--- src/design/ovd_defines.svh ---
`ifndef OVD_DEFINES_SVH
`define OVD_DEFINES_SVH
// serial addresses, bit 7 of the address byte marks a read
`define OVD_ADDR_OFFSET_WR 8'h03
`define OVD_ADDR_OFFSET_RD 8'h83
`define OVD_ADDR_MODE_WR 8'h04
`define OVD_ADDR_MODE_RD 8'h84
`define OVD_ADDR_RD_BIT 7
// reset values
`define OVD_OFFSET_RESET 5'h10
`define OVD_MODE_RESET 7'h00
// display memory mode fields
`define OVD_MODE_8BIT_BIT 6
`define OVD_MODE_BG_SEL_BIT 5
`define OVD_MODE_BLINK_BIT 4
`define OVD_MODE_INVERT_BIT 3
`define OVD_MODE_CLEAR_BIT 2
`define OVD_MODE_VSCLR_BIT 1
`define OVD_MODE_AUTOINC_BIT 0
// shift from code: flipping the top bit gives code minus 16
`define OVD_OFFSET_MID 5'h10
// overlay levels in percent of white, gray steps of 7
`define OVD_LEVEL_WHITE 7'h64
`define OVD_LEVEL_BLACK 7'h00
`define OVD_GRAY_STEP 7'h07
// clear of display memory
`define OVD_CLEAR_TIME_NS 20000
`define OVD_CLK_PERIOD_NS 100
`define OVD_CLEAR_CYCLES (`OVD_CLEAR_TIME_NS / `OVD_CLK_PERIOD_NS)
`endif

--- src/design/ovd_pkg.sv ---
package ovd_pkg;
  // character attribute bits, as stored in the attribute byte
  typedef struct packed {
    logic bg_sel;
    logic blink;
    logic invert;
  } ovd_attr_t;

  // composed overlay pixel
  typedef struct packed {
    logic use_video;
    logic [6:0] level_pct;
  } ovd_pix_t;

  typedef enum logic [1:0] {
    OVD_CLR_IDLE = 2'b00,
    OVD_CLR_WAIT_VS = 2'b01,
    OVD_CLR_RUN = 2'b10
  } ovd_clr_state_t;
endpackage : ovd_pkg

--- src/design/ovd_regs.sv ---
`timescale 1ns/10ps
`default_nettype none
`include "ovd_defines.svh"
// Summary of operation
// RL1 - 5-bit vertical offset: 0 up 16, 16 no shift, 31 down 15 pixels.
// RL2 - vertical offset written at 03h, read at 83h, upper bits ignored, resets 10h.
// RL3 - mode register written at 04h, read at 84h, bit 7 ignored, resets zero.
// RL4 - host writes mode register only while its clear bit reads zero.
// RL5 - 16-bit mode: character writes take attribute from mode bits 5 to 3.
// RL6 - 16-bit mode: display memory reads return character and attribute bytes.
// RL7 - 8-bit mode: byte-select zero writes character byte, one writes attribute.
// RL8 - background bit clear in external sync shows incoming video behind character; code shows background gray instead while bg_mode is set.
// RL9 - background bit set paints character background at chosen gray level.
// RL10 - internal sync treats background bit as set.
// RL11 - blink bit set blinks character with first video mode blink settings.
// RL12 - hidden blink phase in external sync shows incoming video.
// RL13 - hidden blink phase in internal sync shows background gray.
// RL14 - invert bit swaps white and black glyph pixels.
// RL15 - gray in eight 7 percent steps, 0 to 49 percent of white.
// RL16 - clear bit drops by itself after the 20 us memory fill.
// RL17 - mode register writes during a memory clear are ignored.
module ovd_regs
  import ovd_pkg::*;
#(
  parameter int CLEAR_CYCLES = `OVD_CLEAR_CYCLES
)
(
  input wire logic clk_sys,
  input wire logic rst_b,
  input wire logic spi_cs_b,
  input wire logic spi_sclk,
  input wire logic spi_sdin,
  output logic spi_sdout_reg,
  input wire logic vsync_stb,
  input wire logic dm_wr_stb,
  input wire logic [7:0] dm_wr_data,
  input wire logic byte_sel,
  input wire logic glyph_on,
  input wire logic glyph_white,
  input wire ovd_attr_t glyph_attr,
  input wire logic internal_sync,
  input wire logic bg_mode,
  input wire logic [2:0] bg_brightness,
  input wire logic blink_visible,
  output logic signed [4:0] vert_shift_reg,
  output logic char_we_reg,
  output logic attr_we_reg,
  output logic [7:0] char_data_reg,
  output logic [7:0] attr_data_reg,
  output logic read_both_reg,
  output logic auto_inc_reg,
  output logic mem_clear_busy_reg,
  output ovd_pix_t pix_reg
);
  // parameter check at elaboration, counter is 16 bits wide
  if (CLEAR_CYCLES < 1 || CLEAR_CYCLES > 65535)
  begin : g_clear_cycles_check
    $error("CLEAR_CYCLES out of range");
  end

  logic sclk_q;
  logic [2:0] bit_cnt_reg;
  logic [7:0] rx_shift_reg;
  logic [7:0] tx_shift_reg;
  logic [7:0] addr_reg;
  logic data_phase_reg;
  logic [7:0] rx_byte;
  logic sclk_rise;
  logic sclk_fall;
  logic wr_stb;
  logic [4:0] vert_offset_reg;
  logic [6:0] mem_mode_reg;
  ovd_clr_state_t clr_state_reg;
  logic [15:0] clr_cnt_reg;
  logic mode_wr_ok;

  // serial edges, pins taken as synchronous
  assign sclk_rise = spi_sclk & ~sclk_q;
  assign sclk_fall = ~spi_sclk & sclk_q;
  assign rx_byte = {rx_shift_reg[6:0], spi_sdin};
  assign wr_stb = sclk_rise && !spi_cs_b && data_phase_reg && bit_cnt_reg == 3'd7 && !addr_reg[`OVD_ADDR_RD_BIT];
  assign mode_wr_ok = wr_stb && addr_reg == `OVD_ADDR_MODE_WR && clr_state_reg == OVD_CLR_IDLE; // [RL4] [RL17]

  // serial receive: address byte then data byte
  always_ff @(posedge clk_sys)
  begin
    if (!rst_b)
    begin
      sclk_q <= 1'b0;
      bit_cnt_reg <= 3'd0;
      rx_shift_reg <= 8'h00;
      addr_reg <= 8'h00;
      data_phase_reg <= 1'b0;
    end
    else
    begin
      sclk_q <= spi_sclk;
      if (spi_cs_b)
      begin
        bit_cnt_reg <= 3'd0;
        data_phase_reg <= 1'b0;
      end
      else if (sclk_rise)
      begin
        rx_shift_reg <= rx_byte;
        bit_cnt_reg <= bit_cnt_reg + 3'd1;
        if (bit_cnt_reg == 3'd7)
        begin
          if (!data_phase_reg)
            addr_reg <= rx_byte;
          data_phase_reg <= ~data_phase_reg;
        end
      end
    end
  end

  // serial transmit: readback loaded after a read address, msb first on falling edges
  always_ff @(posedge clk_sys)
  begin
    if (!rst_b)
    begin
      tx_shift_reg <= 8'h00;
      spi_sdout_reg <= 1'b0;
    end
    else if (!spi_cs_b && sclk_rise && !data_phase_reg && bit_cnt_reg == 3'd7)
    begin
      if (rx_byte == `OVD_ADDR_OFFSET_RD)
        tx_shift_reg <= {3'b000, vert_offset_reg}; // [RL2]
      else if (rx_byte == `OVD_ADDR_MODE_RD)
        tx_shift_reg <= {1'b0, mem_mode_reg}; // [RL3]
      else
        tx_shift_reg <= 8'h00;
    end
    else if (!spi_cs_b && sclk_fall && data_phase_reg)
    begin
      spi_sdout_reg <= tx_shift_reg[7];
      tx_shift_reg <= {tx_shift_reg[6:0], 1'b0};
    end
  end

  // vertical offset register and shift output
  always_ff @(posedge clk_sys)
  begin
    if (!rst_b)
    begin
      vert_offset_reg <= `OVD_OFFSET_RESET; // [RL2]
      vert_shift_reg <= 5'sd0;
    end
    else
    begin
      if (wr_stb && addr_reg == `OVD_ADDR_OFFSET_WR)
        vert_offset_reg <= rx_byte[4:0]; // [RL2]
      vert_shift_reg <= signed'(vert_offset_reg ^ `OVD_OFFSET_MID); // [RL1]
    end
  end

  // mode register and display memory clear sequence
  always_ff @(posedge clk_sys)
  begin
    if (!rst_b)
    begin
      mem_mode_reg <= `OVD_MODE_RESET; // [RL3]
      clr_state_reg <= OVD_CLR_IDLE;
      clr_cnt_reg <= 16'h0000;
    end
    else
    begin
      if (mode_wr_ok)
      begin
        mem_mode_reg <= rx_byte[6:0]; // [RL3]
        if (rx_byte[`OVD_MODE_CLEAR_BIT])
        begin
          mem_mode_reg[`OVD_MODE_AUTOINC_BIT] <= 1'b0;
          clr_state_reg <= rx_byte[`OVD_MODE_VSCLR_BIT] ? OVD_CLR_WAIT_VS : OVD_CLR_RUN;
          clr_cnt_reg <= 16'h0000;
        end
      end
      else
      begin
        case (clr_state_reg)
          OVD_CLR_WAIT_VS:
            if (vsync_stb)
              clr_state_reg <= OVD_CLR_RUN;
          OVD_CLR_RUN:
            if (clr_cnt_reg == 16'(CLEAR_CYCLES - 1))
            begin
              clr_state_reg <= OVD_CLR_IDLE;
              mem_mode_reg[`OVD_MODE_CLEAR_BIT] <= 1'b0; // [RL16]
            end
            else
              clr_cnt_reg <= clr_cnt_reg + 16'h0001;
          default:
            clr_state_reg <= OVD_CLR_IDLE;
        endcase
      end
    end
  end

  // status outputs
  always_ff @(posedge clk_sys)
  begin
    if (!rst_b)
    begin
      read_both_reg <= 1'b1;
      auto_inc_reg <= 1'b0;
      mem_clear_busy_reg <= 1'b0;
    end
    else
    begin
      read_both_reg <= ~mem_mode_reg[`OVD_MODE_8BIT_BIT]; // [RL6]
      auto_inc_reg <= mem_mode_reg[`OVD_MODE_AUTOINC_BIT];
      mem_clear_busy_reg <= clr_state_reg == OVD_CLR_RUN;
    end
  end

  // display memory write steering
  always_ff @(posedge clk_sys)
  begin
    if (!rst_b)
    begin
      char_we_reg <= 1'b0;
      attr_we_reg <= 1'b0;
      char_data_reg <= 8'h00;
      attr_data_reg <= 8'h00;
    end
    else
    begin
      char_we_reg <= 1'b0;
      attr_we_reg <= 1'b0;
      if (dm_wr_stb && !mem_mode_reg[`OVD_MODE_8BIT_BIT])
      begin
        char_we_reg <= 1'b1;
        attr_we_reg <= 1'b1;
        char_data_reg <= dm_wr_data;
        attr_data_reg <= {mem_mode_reg[5:3], 5'b00000}; // [RL5]
      end
      else if (dm_wr_stb)
      begin
        char_we_reg <= ~byte_sel; // [RL7]
        attr_we_reg <= byte_sel; // [RL7]
        if (byte_sel)
          attr_data_reg <= dm_wr_data;
        else
          char_data_reg <= dm_wr_data;
      end
    end
  end

  // character pixel composition
  ovd_pixel_mix u_mix (
    .clk_sys(clk_sys),
    .rst_b(rst_b),
    .glyph_on(glyph_on),
    .glyph_white(glyph_white),
    .attr(glyph_attr),
    .internal_sync(internal_sync),
    .bg_mode(bg_mode),
    .bg_brightness(bg_brightness),
    .blink_visible(blink_visible),
    .pix_reg(pix_reg)
  );
endmodule : ovd_regs
`default_nettype wire

--- src/design/ovd_pixel_mix.sv ---
`timescale 1ns/10ps
`default_nettype none
`include "ovd_defines.svh"
module ovd_pixel_mix
  import ovd_pkg::*;
(
  input wire logic clk_sys,
  input wire logic rst_b,
  input wire logic glyph_on,
  input wire logic glyph_white,
  input wire ovd_attr_t attr,
  input wire logic internal_sync,
  input wire logic bg_mode,
  input wire logic [2:0] bg_brightness,
  input wire logic blink_visible,
  output ovd_pix_t pix_reg
);
  logic bg_gray;
  logic hidden;
  logic [6:0] gray_level;

  // background choice and gray level
  assign bg_gray = internal_sync | bg_mode | attr.bg_sel; // [RL9] [RL10]
  assign hidden = attr.blink & ~blink_visible; // [RL11]
  assign gray_level = 7'(bg_brightness) * `OVD_GRAY_STEP; // [RL15]

  // registered pixel composition
  always_ff @(posedge clk_sys)
  begin
    if (!rst_b)
    begin
      pix_reg <= '{use_video: 1'b1, level_pct: `OVD_LEVEL_BLACK};
    end
    else if (hidden)
    begin
      if (internal_sync)
        pix_reg <= '{use_video: 1'b0, level_pct: gray_level}; // [RL13]
      else
        pix_reg <= '{use_video: 1'b1, level_pct: `OVD_LEVEL_BLACK}; // [RL12]
    end
    else if (glyph_on)
    begin
      pix_reg.use_video <= 1'b0;
      pix_reg.level_pct <= (glyph_white ^ attr.invert) ? `OVD_LEVEL_WHITE : `OVD_LEVEL_BLACK; // [RL14]
    end
    else
    begin
      pix_reg.use_video <= ~bg_gray; // [RL8]
      pix_reg.level_pct <= bg_gray ? gray_level : `OVD_LEVEL_BLACK; // [RL9]
    end
  end
endmodule : ovd_pixel_mix
`default_nettype wire

--- config.mk ---
export PLATFORM = sky130hd
export DESIGN_NAME = ovd_regs
export DESIGN_NICKNAME = d
export VERILOG_FILES = /design/src/design/ovd_pkg.sv /design/src/design/ovd_regs.sv /design/src/design/ovd_pixel_mix.sv
export VERILOG_INCLUDE_DIRS = /design/src /design/src/design
export SDC_FILE = /design/constraint.sdc
export NUM_CORES = 1
export LEC_CHECK = 0
export BUFFER_PORTS_ARGS = -buffer_cell sky130_fd_sc_hd__buf_2
export CAP_MARGIN = 20
export CORE_UTILIZATION = 31
export CTS_CLUSTER_SIZE = 30
export DETAILED_ROUTE_END_ITERATION = 10
export PLACE_DENSITY = 0.45
export SLEW_MARGIN = 20
export SYNTH_ARGS = -nofsm -noshare
export SYNTH_HDL_FRONTEND = slang
export SYNTH_SLANG_ARGS = --single-unit
--- constraint.sdc ---
create_clock -name clk_sys -period 3.3 [get_ports clk_sys]
set_clock_uncertainty 0.2 [all_clocks]
set_input_delay 0.33 -clock clk_sys [delete_from_list [all_inputs] [get_ports clk_sys]]
set_output_delay 0.33 -clock clk_sys [all_outputs]
set_load 0.05 [all_outputs]
==> results of run 1 <==
-- synth_stat cells (all sizes together) (4+ instances only) --
library cell   n  share of area (%)
a21oi         40                5.1
a22oi         10                1.9
and2          12                1.9
and3           4               0.64
and4           5                1.2
clkbuf        16                1.5
dfxtp         93                 47
ha             8                2.5
inv           10               0.95
mux2i         21                5.3
nand2         58                5.5
nand2b         4               0.64
nand4          8                1.3
nor2          48                4.8
nor3           7               0.89
nor3b          5               0.95
nor4           5                1.2
o211ai         4               0.76
o21ai         15                1.9
o22a           4               0.89
or3            4               0.67
xnor2          5                1.1
-- final cells by class --
| cell class | count | area (um2) |
|---|---|---|
| clock buffer | 10 | 239 |
| tap | 168 | 210 |
| clock inverter | 6 | 45.0 |
| multi-input combinational | 315 | 1970 |
| inverter | 11 | 41.3 |
| timing repair buffer | 67 | 353 |
| sequential | 93 | 1860 |
| fill | 1286 | 7490 |
-- path summary, 6_finish.rpt --
path,start,end,slack [ps],cells past startpoint
worst max-delay path,clr_cnt_reg[0]$_SDFFE_PN0P_,clr_cnt_reg[4]$_SDFFE_PN0P_,640,5
worst min-delay path,dm_wr_data[2],char_data_reg[2]$_SDFFE_PN0P_,30,3
worst max register to register,clr_cnt_reg[0]$_SDFFE_PN0P_,clr_cnt_reg[4]$_SDFFE_PN0P_,640,5
worst min register to register,char_data_reg[4]$_SDFFE_PN0P_,char_data_reg[4]$_SDFFE_PN0P_,260,2
-- report_power, final --
part           total [uW]  leakage [uW]  switching (uW)  internal (uW)
logic                 182      0.000989             126           55.5
clock network         992      0.000143             456            536
registers            1150      0.000754            11.0           1140
total                2330       0.00189             593           1730
-- routing by layer --
| layer | global-route usage (%) | part of all wire [%] |
|---|---|---|
| met1 | 19.8 | 49 |
| met2 | 26.9 | 47 |
| met3 | 5.24 | 3.4 |
| met4 | 4.16 | 1.0 |
| met5 | 0 | 0 |
-- stage by stage --
step	std cells	area (um2)	setup WS, ps
2_1_floorplan	438	3940	918
3_3_place_gp	653	4430	701
3_5_place_dp	653	4430	640
4_1_cts	670	4720	630
5_1_grt	670	4720	438
6_report	670	4720	643
-- kinds of logic (layout without fill, tap and decap cells) --
family / count (synthesis) / after routing
xor gates and xnor gates: 8 / 8
adders and majority gates: 11 / 11
muxes: 21 / 21
AOI/OAI and AO/OA: 95 / 95
and+or+nand+nor: 180 / 180
buffers and inverters: 30 / 94
DFF: 93 / 93
-- worst reg2reg max path: stages, from the launching register on --
cell,delay [ps]
dfxtp_1,360
ha_1,270
or4b_2,640
nor4_4,460
o21ai_1,310
a221oi_1,320
-- repair_timing --
action                                 in CTS  in global routing
endpoints found under the hold margin       1                  0
hold buffers                                1                  0
setup endpoints to repair                   0                  0
==> flow_summary.ini, run 1 <==
[clock_tree]
path_clk_slew_ps = 70
cts_inserted_buffers = 9
h-tree-depth = 3
cts-resized-gates = 0
cts_root_buf = clkbuf_16
cts_buffer_depth = 2
post_cts_buffers = 0
cts_tree = yes
cts_sinks = 93
clk_latency_ps = 350

[floorplan]
core_area_um2 = 12200
initial_core_util_pct = 32.3
die_area_um2 = 13200
ios = 62
num_rows = 40
die_height_um = 115
fp.dieW_um = 115

[yosys]
synth-xor-area-share_pct = 1.78
synth-simple-area-share_pct = 23.5
yosysWarningCount = 0
synth_top_flop_cell = dfxtp_1
syn-mean-instance-area_um2 = 8.99
muxShareOfSynthArea_pct = 5.34
synth-compound-area-share_pct = 15.2
syn_area_um2 = 3940
synth_top_family_by_area = simple AND/OR/NAND/NOR gates
synth_cell_types = 58
synthArstFlopShare_pct = 0
synth_nets = 476
synthAdderAreaFrac_pct = 4.07
synth_seq_area_share_pct = 47.3
netlist_instances = 438
synth-edff-count = 0
ys_ff_latch = 93

[worst_setup_path]
path_class = flop to flop
worstPathArrival_ps = 2710
crit_path_start_kind = flop
endpoint_kind = flop
crit_buf_inv = 0
critPathMaxStageDelay_ps = 640
crit_required_ps = 3360
crit_chain = ha_1 -> or4b_2 -> nor4_4 -> o21ai_1 -> a221oi_1
critPathTopFamily = simple AND/OR/NAND/NOR gates
cp_slowest_cell = or4b_2
worstPathMaxFanout = 9

[routing]
via_per_inst = 4.83
via_count = 3234
drcViolationCount = 0
ant_nets = 0
wl_mm = 9.46
wl_per_cell_um = 14.1
drt_iter0_drc = 126
first_pass_iters = 5

[layout]
drive_gt1_share_pct = 18.3
diodes = 0
largest_reg_flops = 16
final_core_util_pct = 38.7
nets = 535
area_delta_synth_final_pct = 19.9
most-common-layout-cells = 93 x dfxtp_1, 61 x buf_2, 58 x nand2_1, 47 x nor2_1, 40 x a21oi_1
layout.cells.most_common = dfxtp_1

[timing]
fmax_mhz = 376
finalCritPeriodShare_pct = 80.5
drv_slew = 0
whs_ps = 27.6
setup_tns_ps = 0
slew_headroom_pct = 58.1
rsz0062_at_grt = false
min_period_ps = 2660
worstMarginPinSlew_ps = 628
setup_viol = 0
hold_viol = 0

[global_route]
grt_pass1_wl_mm = 16.3
grt_overflow = 0
grt.total_usage_pct = 16.0
antenna_found_initial = 0
grt_max_degree = 57
grt_pass1_vias = 3323

[power]
power.leakage_uw = 0.00189
ir_drop_uv = 382
p_total_uw = 2330
power_density_nw_per_um2 = 493

[place]
portBuffers = 61
dpl.hpwl_mm = 6.83
gp_congestion = 0.812

[status]
status = complete, no violations

[worst_hold_path]
min-delay-path-class = input pin to flop

[run]
cap_viol_max_count = 0
(Power assumes the default switching activity.)
==> inputs of run 2 (changes only) <==
==> constraint.sdc (replaced) <==
create_clock -name clk_sys -period 2.6 [get_ports clk_sys]
set_clock_uncertainty 0.2 [all_clocks]
set_input_delay 0.26 -clock clk_sys [delete_from_list [all_inputs] [get_ports clk_sys]]
set_output_delay 0.26 -clock clk_sys [all_outputs]
set_load 0.05 [all_outputs]
==> run 2 against run 1 <==
  * First-iteration DRC count rose by 5.6%
  * Flip-flop and latch count did not move
  * Count of clock-buffer cells in the layout did not move
  * Worst hold slack got worse by 14 ps
  * Routed wire length rose by 4.8%
  * Core utilization rose by 1.9 points
  * Register-to-register slack got worse by 500 ps
  * Critical path type unchanged
  * Global-route usage rose by 0.29 points
  * Sequential share of layout area fell by 1.9 points
  * Combinational power rose by 38%
==> flow_summary.ini, run 2 (same netlist as run 1, synthesis figures left out) <==
[timing]
hold_viol = 0
setup_tns_ps = 0
worstMarginPinSlew_ps = 621
rsz0062_at_grt = false
slew_headroom_pct = 58.3
finalCritPeriodShare_pct = 94.4
setup_viol = 0
drv_slew = 0
min_period_ps = 2460
fmax_mhz = 407

[worst_setup_path]
crit_required_ps = 2690
endpoint_kind = flop
worstPathMaxFanout = 6
worstPathArrival_ps = 2550
path_class = flop to flop
timing.reg2reg.setup_slack_ps = 140
crit_path_start_kind = flop

[layout]
diodes = 0
nets = 555
drive_gt1_share_pct = 19.5
largest_reg_flops = 16
layout.cells.most_common = dfxtp_1
design_area_um2 = 4950
most-common-layout-cells = 93 x dfxtp_1, 61 x buf_2, 58 x nand2_1, 47 x nor2_1, 40 x a21oi_1
area_delta_synth_final_pct = 25.8

[clock_tree]
cts_root_buf = clkbuf_16
path_clk_slew_ps = 60
cts_sinks = 93
cts_inserted_buffers = 9
clk_latency_ps = 350
cts_buffer_depth = 2
h-tree-depth = 3
cts_tree = yes

[global_route]
grt_pass1_vias = 3262
grt.total_usage_pct = 16.3
grt_overflow = 0
grt_max_degree = 57
antenna_found_initial = 0
grt_pass1_wl_mm = 16.4

[routing]
drcViolationCount = 0
ant_nets = 0
via_per_inst = 4.91
via_count = 3390
wl_per_cell_um = 14.4
wl_mm = 9.91
drt_iter0_drc = 133
first_pass_iters = 4

[place]
portBuffers = 61
dpl.hpwl_mm = 6.92
place_area_um2 = 4480
gp_congestion = 0.766

[floorplan]
ios = 62
num_rows = 40
initial_core_util_pct = 32.3
core_area_um2 = 12200
fp.dieW_um = 115
die_area_um2 = 13200
die_height_um = 115

[status]
status = complete, no violations

[power]
power_density_nw_per_um2 = 638
ir_drop_uv = 427
power.leakage_uw = 0.00200

[worst_hold_path]
min-delay-path-class = input pin to flop

[run]
cap_viol_max_count = 0
run 2: changes by cell type in the layout (fill, tap and decap cells not counted):
cell | before | now
nor4_2 | 0 | 1
dlygate4sd3_1 | 1 | 12
clkinv_2 | 2 | 0
nor4_1 | 4 | 3
buf_4 | 5 | 14
clkinvlp_4 | 0 | 1
bufinv_16 | 0 | 2
inv_6 | 2 | 1
run 2: path summary, 6_finish.rpt:
path,depth (start not counted),endpoint,from
min reg2reg,2,char_data_reg[4]$_SDFFE_PN0P_,char_data_reg[4]$_SDFFE_PN0P_
max,8,clr_cnt_reg[3]$_SDFFE_PN0P_,clr_cnt_reg[0]$_SDFFE_PN0P_
min,2,u_mix.pix_reg[6]$_SDFF_PP0_,rst_b
max reg2reg,8,clr_cnt_reg[3]$_SDFFE_PN0P_,clr_cnt_reg[0]$_SDFFE_PN0P_
run 2: what timing repair did:
| item | in CTS | in global routing |
|---|---|---|
| setup buffers | 0 | 2 |
| resized for setup | 0 | 1 |
| endpoints found under the setup margin | 0 | 8 |
| hold buffers | 12 | 0 |
| endpoints found under the hold margin | 18 | 0 |
run 2: cell type report:
class	instances	area [um2]
tap	168	210
sequential	93	1860
clock buffer	10	239
timing repair buffer	87	531
clock inverter	6	93.8
multi-input combinational	315	1980
inverter	11	41.3
fill	1302	7260
run 2: power by group:
| part | leakage (uW) | switching (uW) | internal (uW) |
|---|---|---|---|
| clock | 0.000159 | 570 | 875 |
| sequential | 0.000754 | 14.2 | 1450 |
| combinational | 0.00108 | 166 | 84.2 |
| total | 0.00200 | 751 | 2410 |
run 2: worst max-delay path: stages, from the launching register on:
cell	delay (ps)
dfxtp_1	370
ha_1	180
or4b_2	620
nor4_4	220
buf_4	190
buf_4	120
and3b_2	200
o211ai_1	150
o211a_1	160
run 2: per-layer routing:
layer | wire [um] | vias up | global-route usage [%]
met5 | 0 | - | 0
met4 | 104 | 0 | 5.45
met3 | 349 | 9 | 5.13
met2 | 4540 | 47 | 26.2
met1 | 4910 | 1623 | 20.8
li1 | - | 1711 | -
run 2: metrics by stage:
stage	util (%)	hold WS [ps]	total power [uW]	setup WS, ps	std cells
2_1_floorplan	-	171	1650	218	438
3_3_place_gp	36.7	242	1730	175	660
3_5_place_dp	36.7	240	1730	88.0	660
4_1_cts	40.4	4.68	3210	63.6	688
5_1_grt	40.6	23.0	3290	13.8	690
6_report	40.6	14.1	3160	145	690
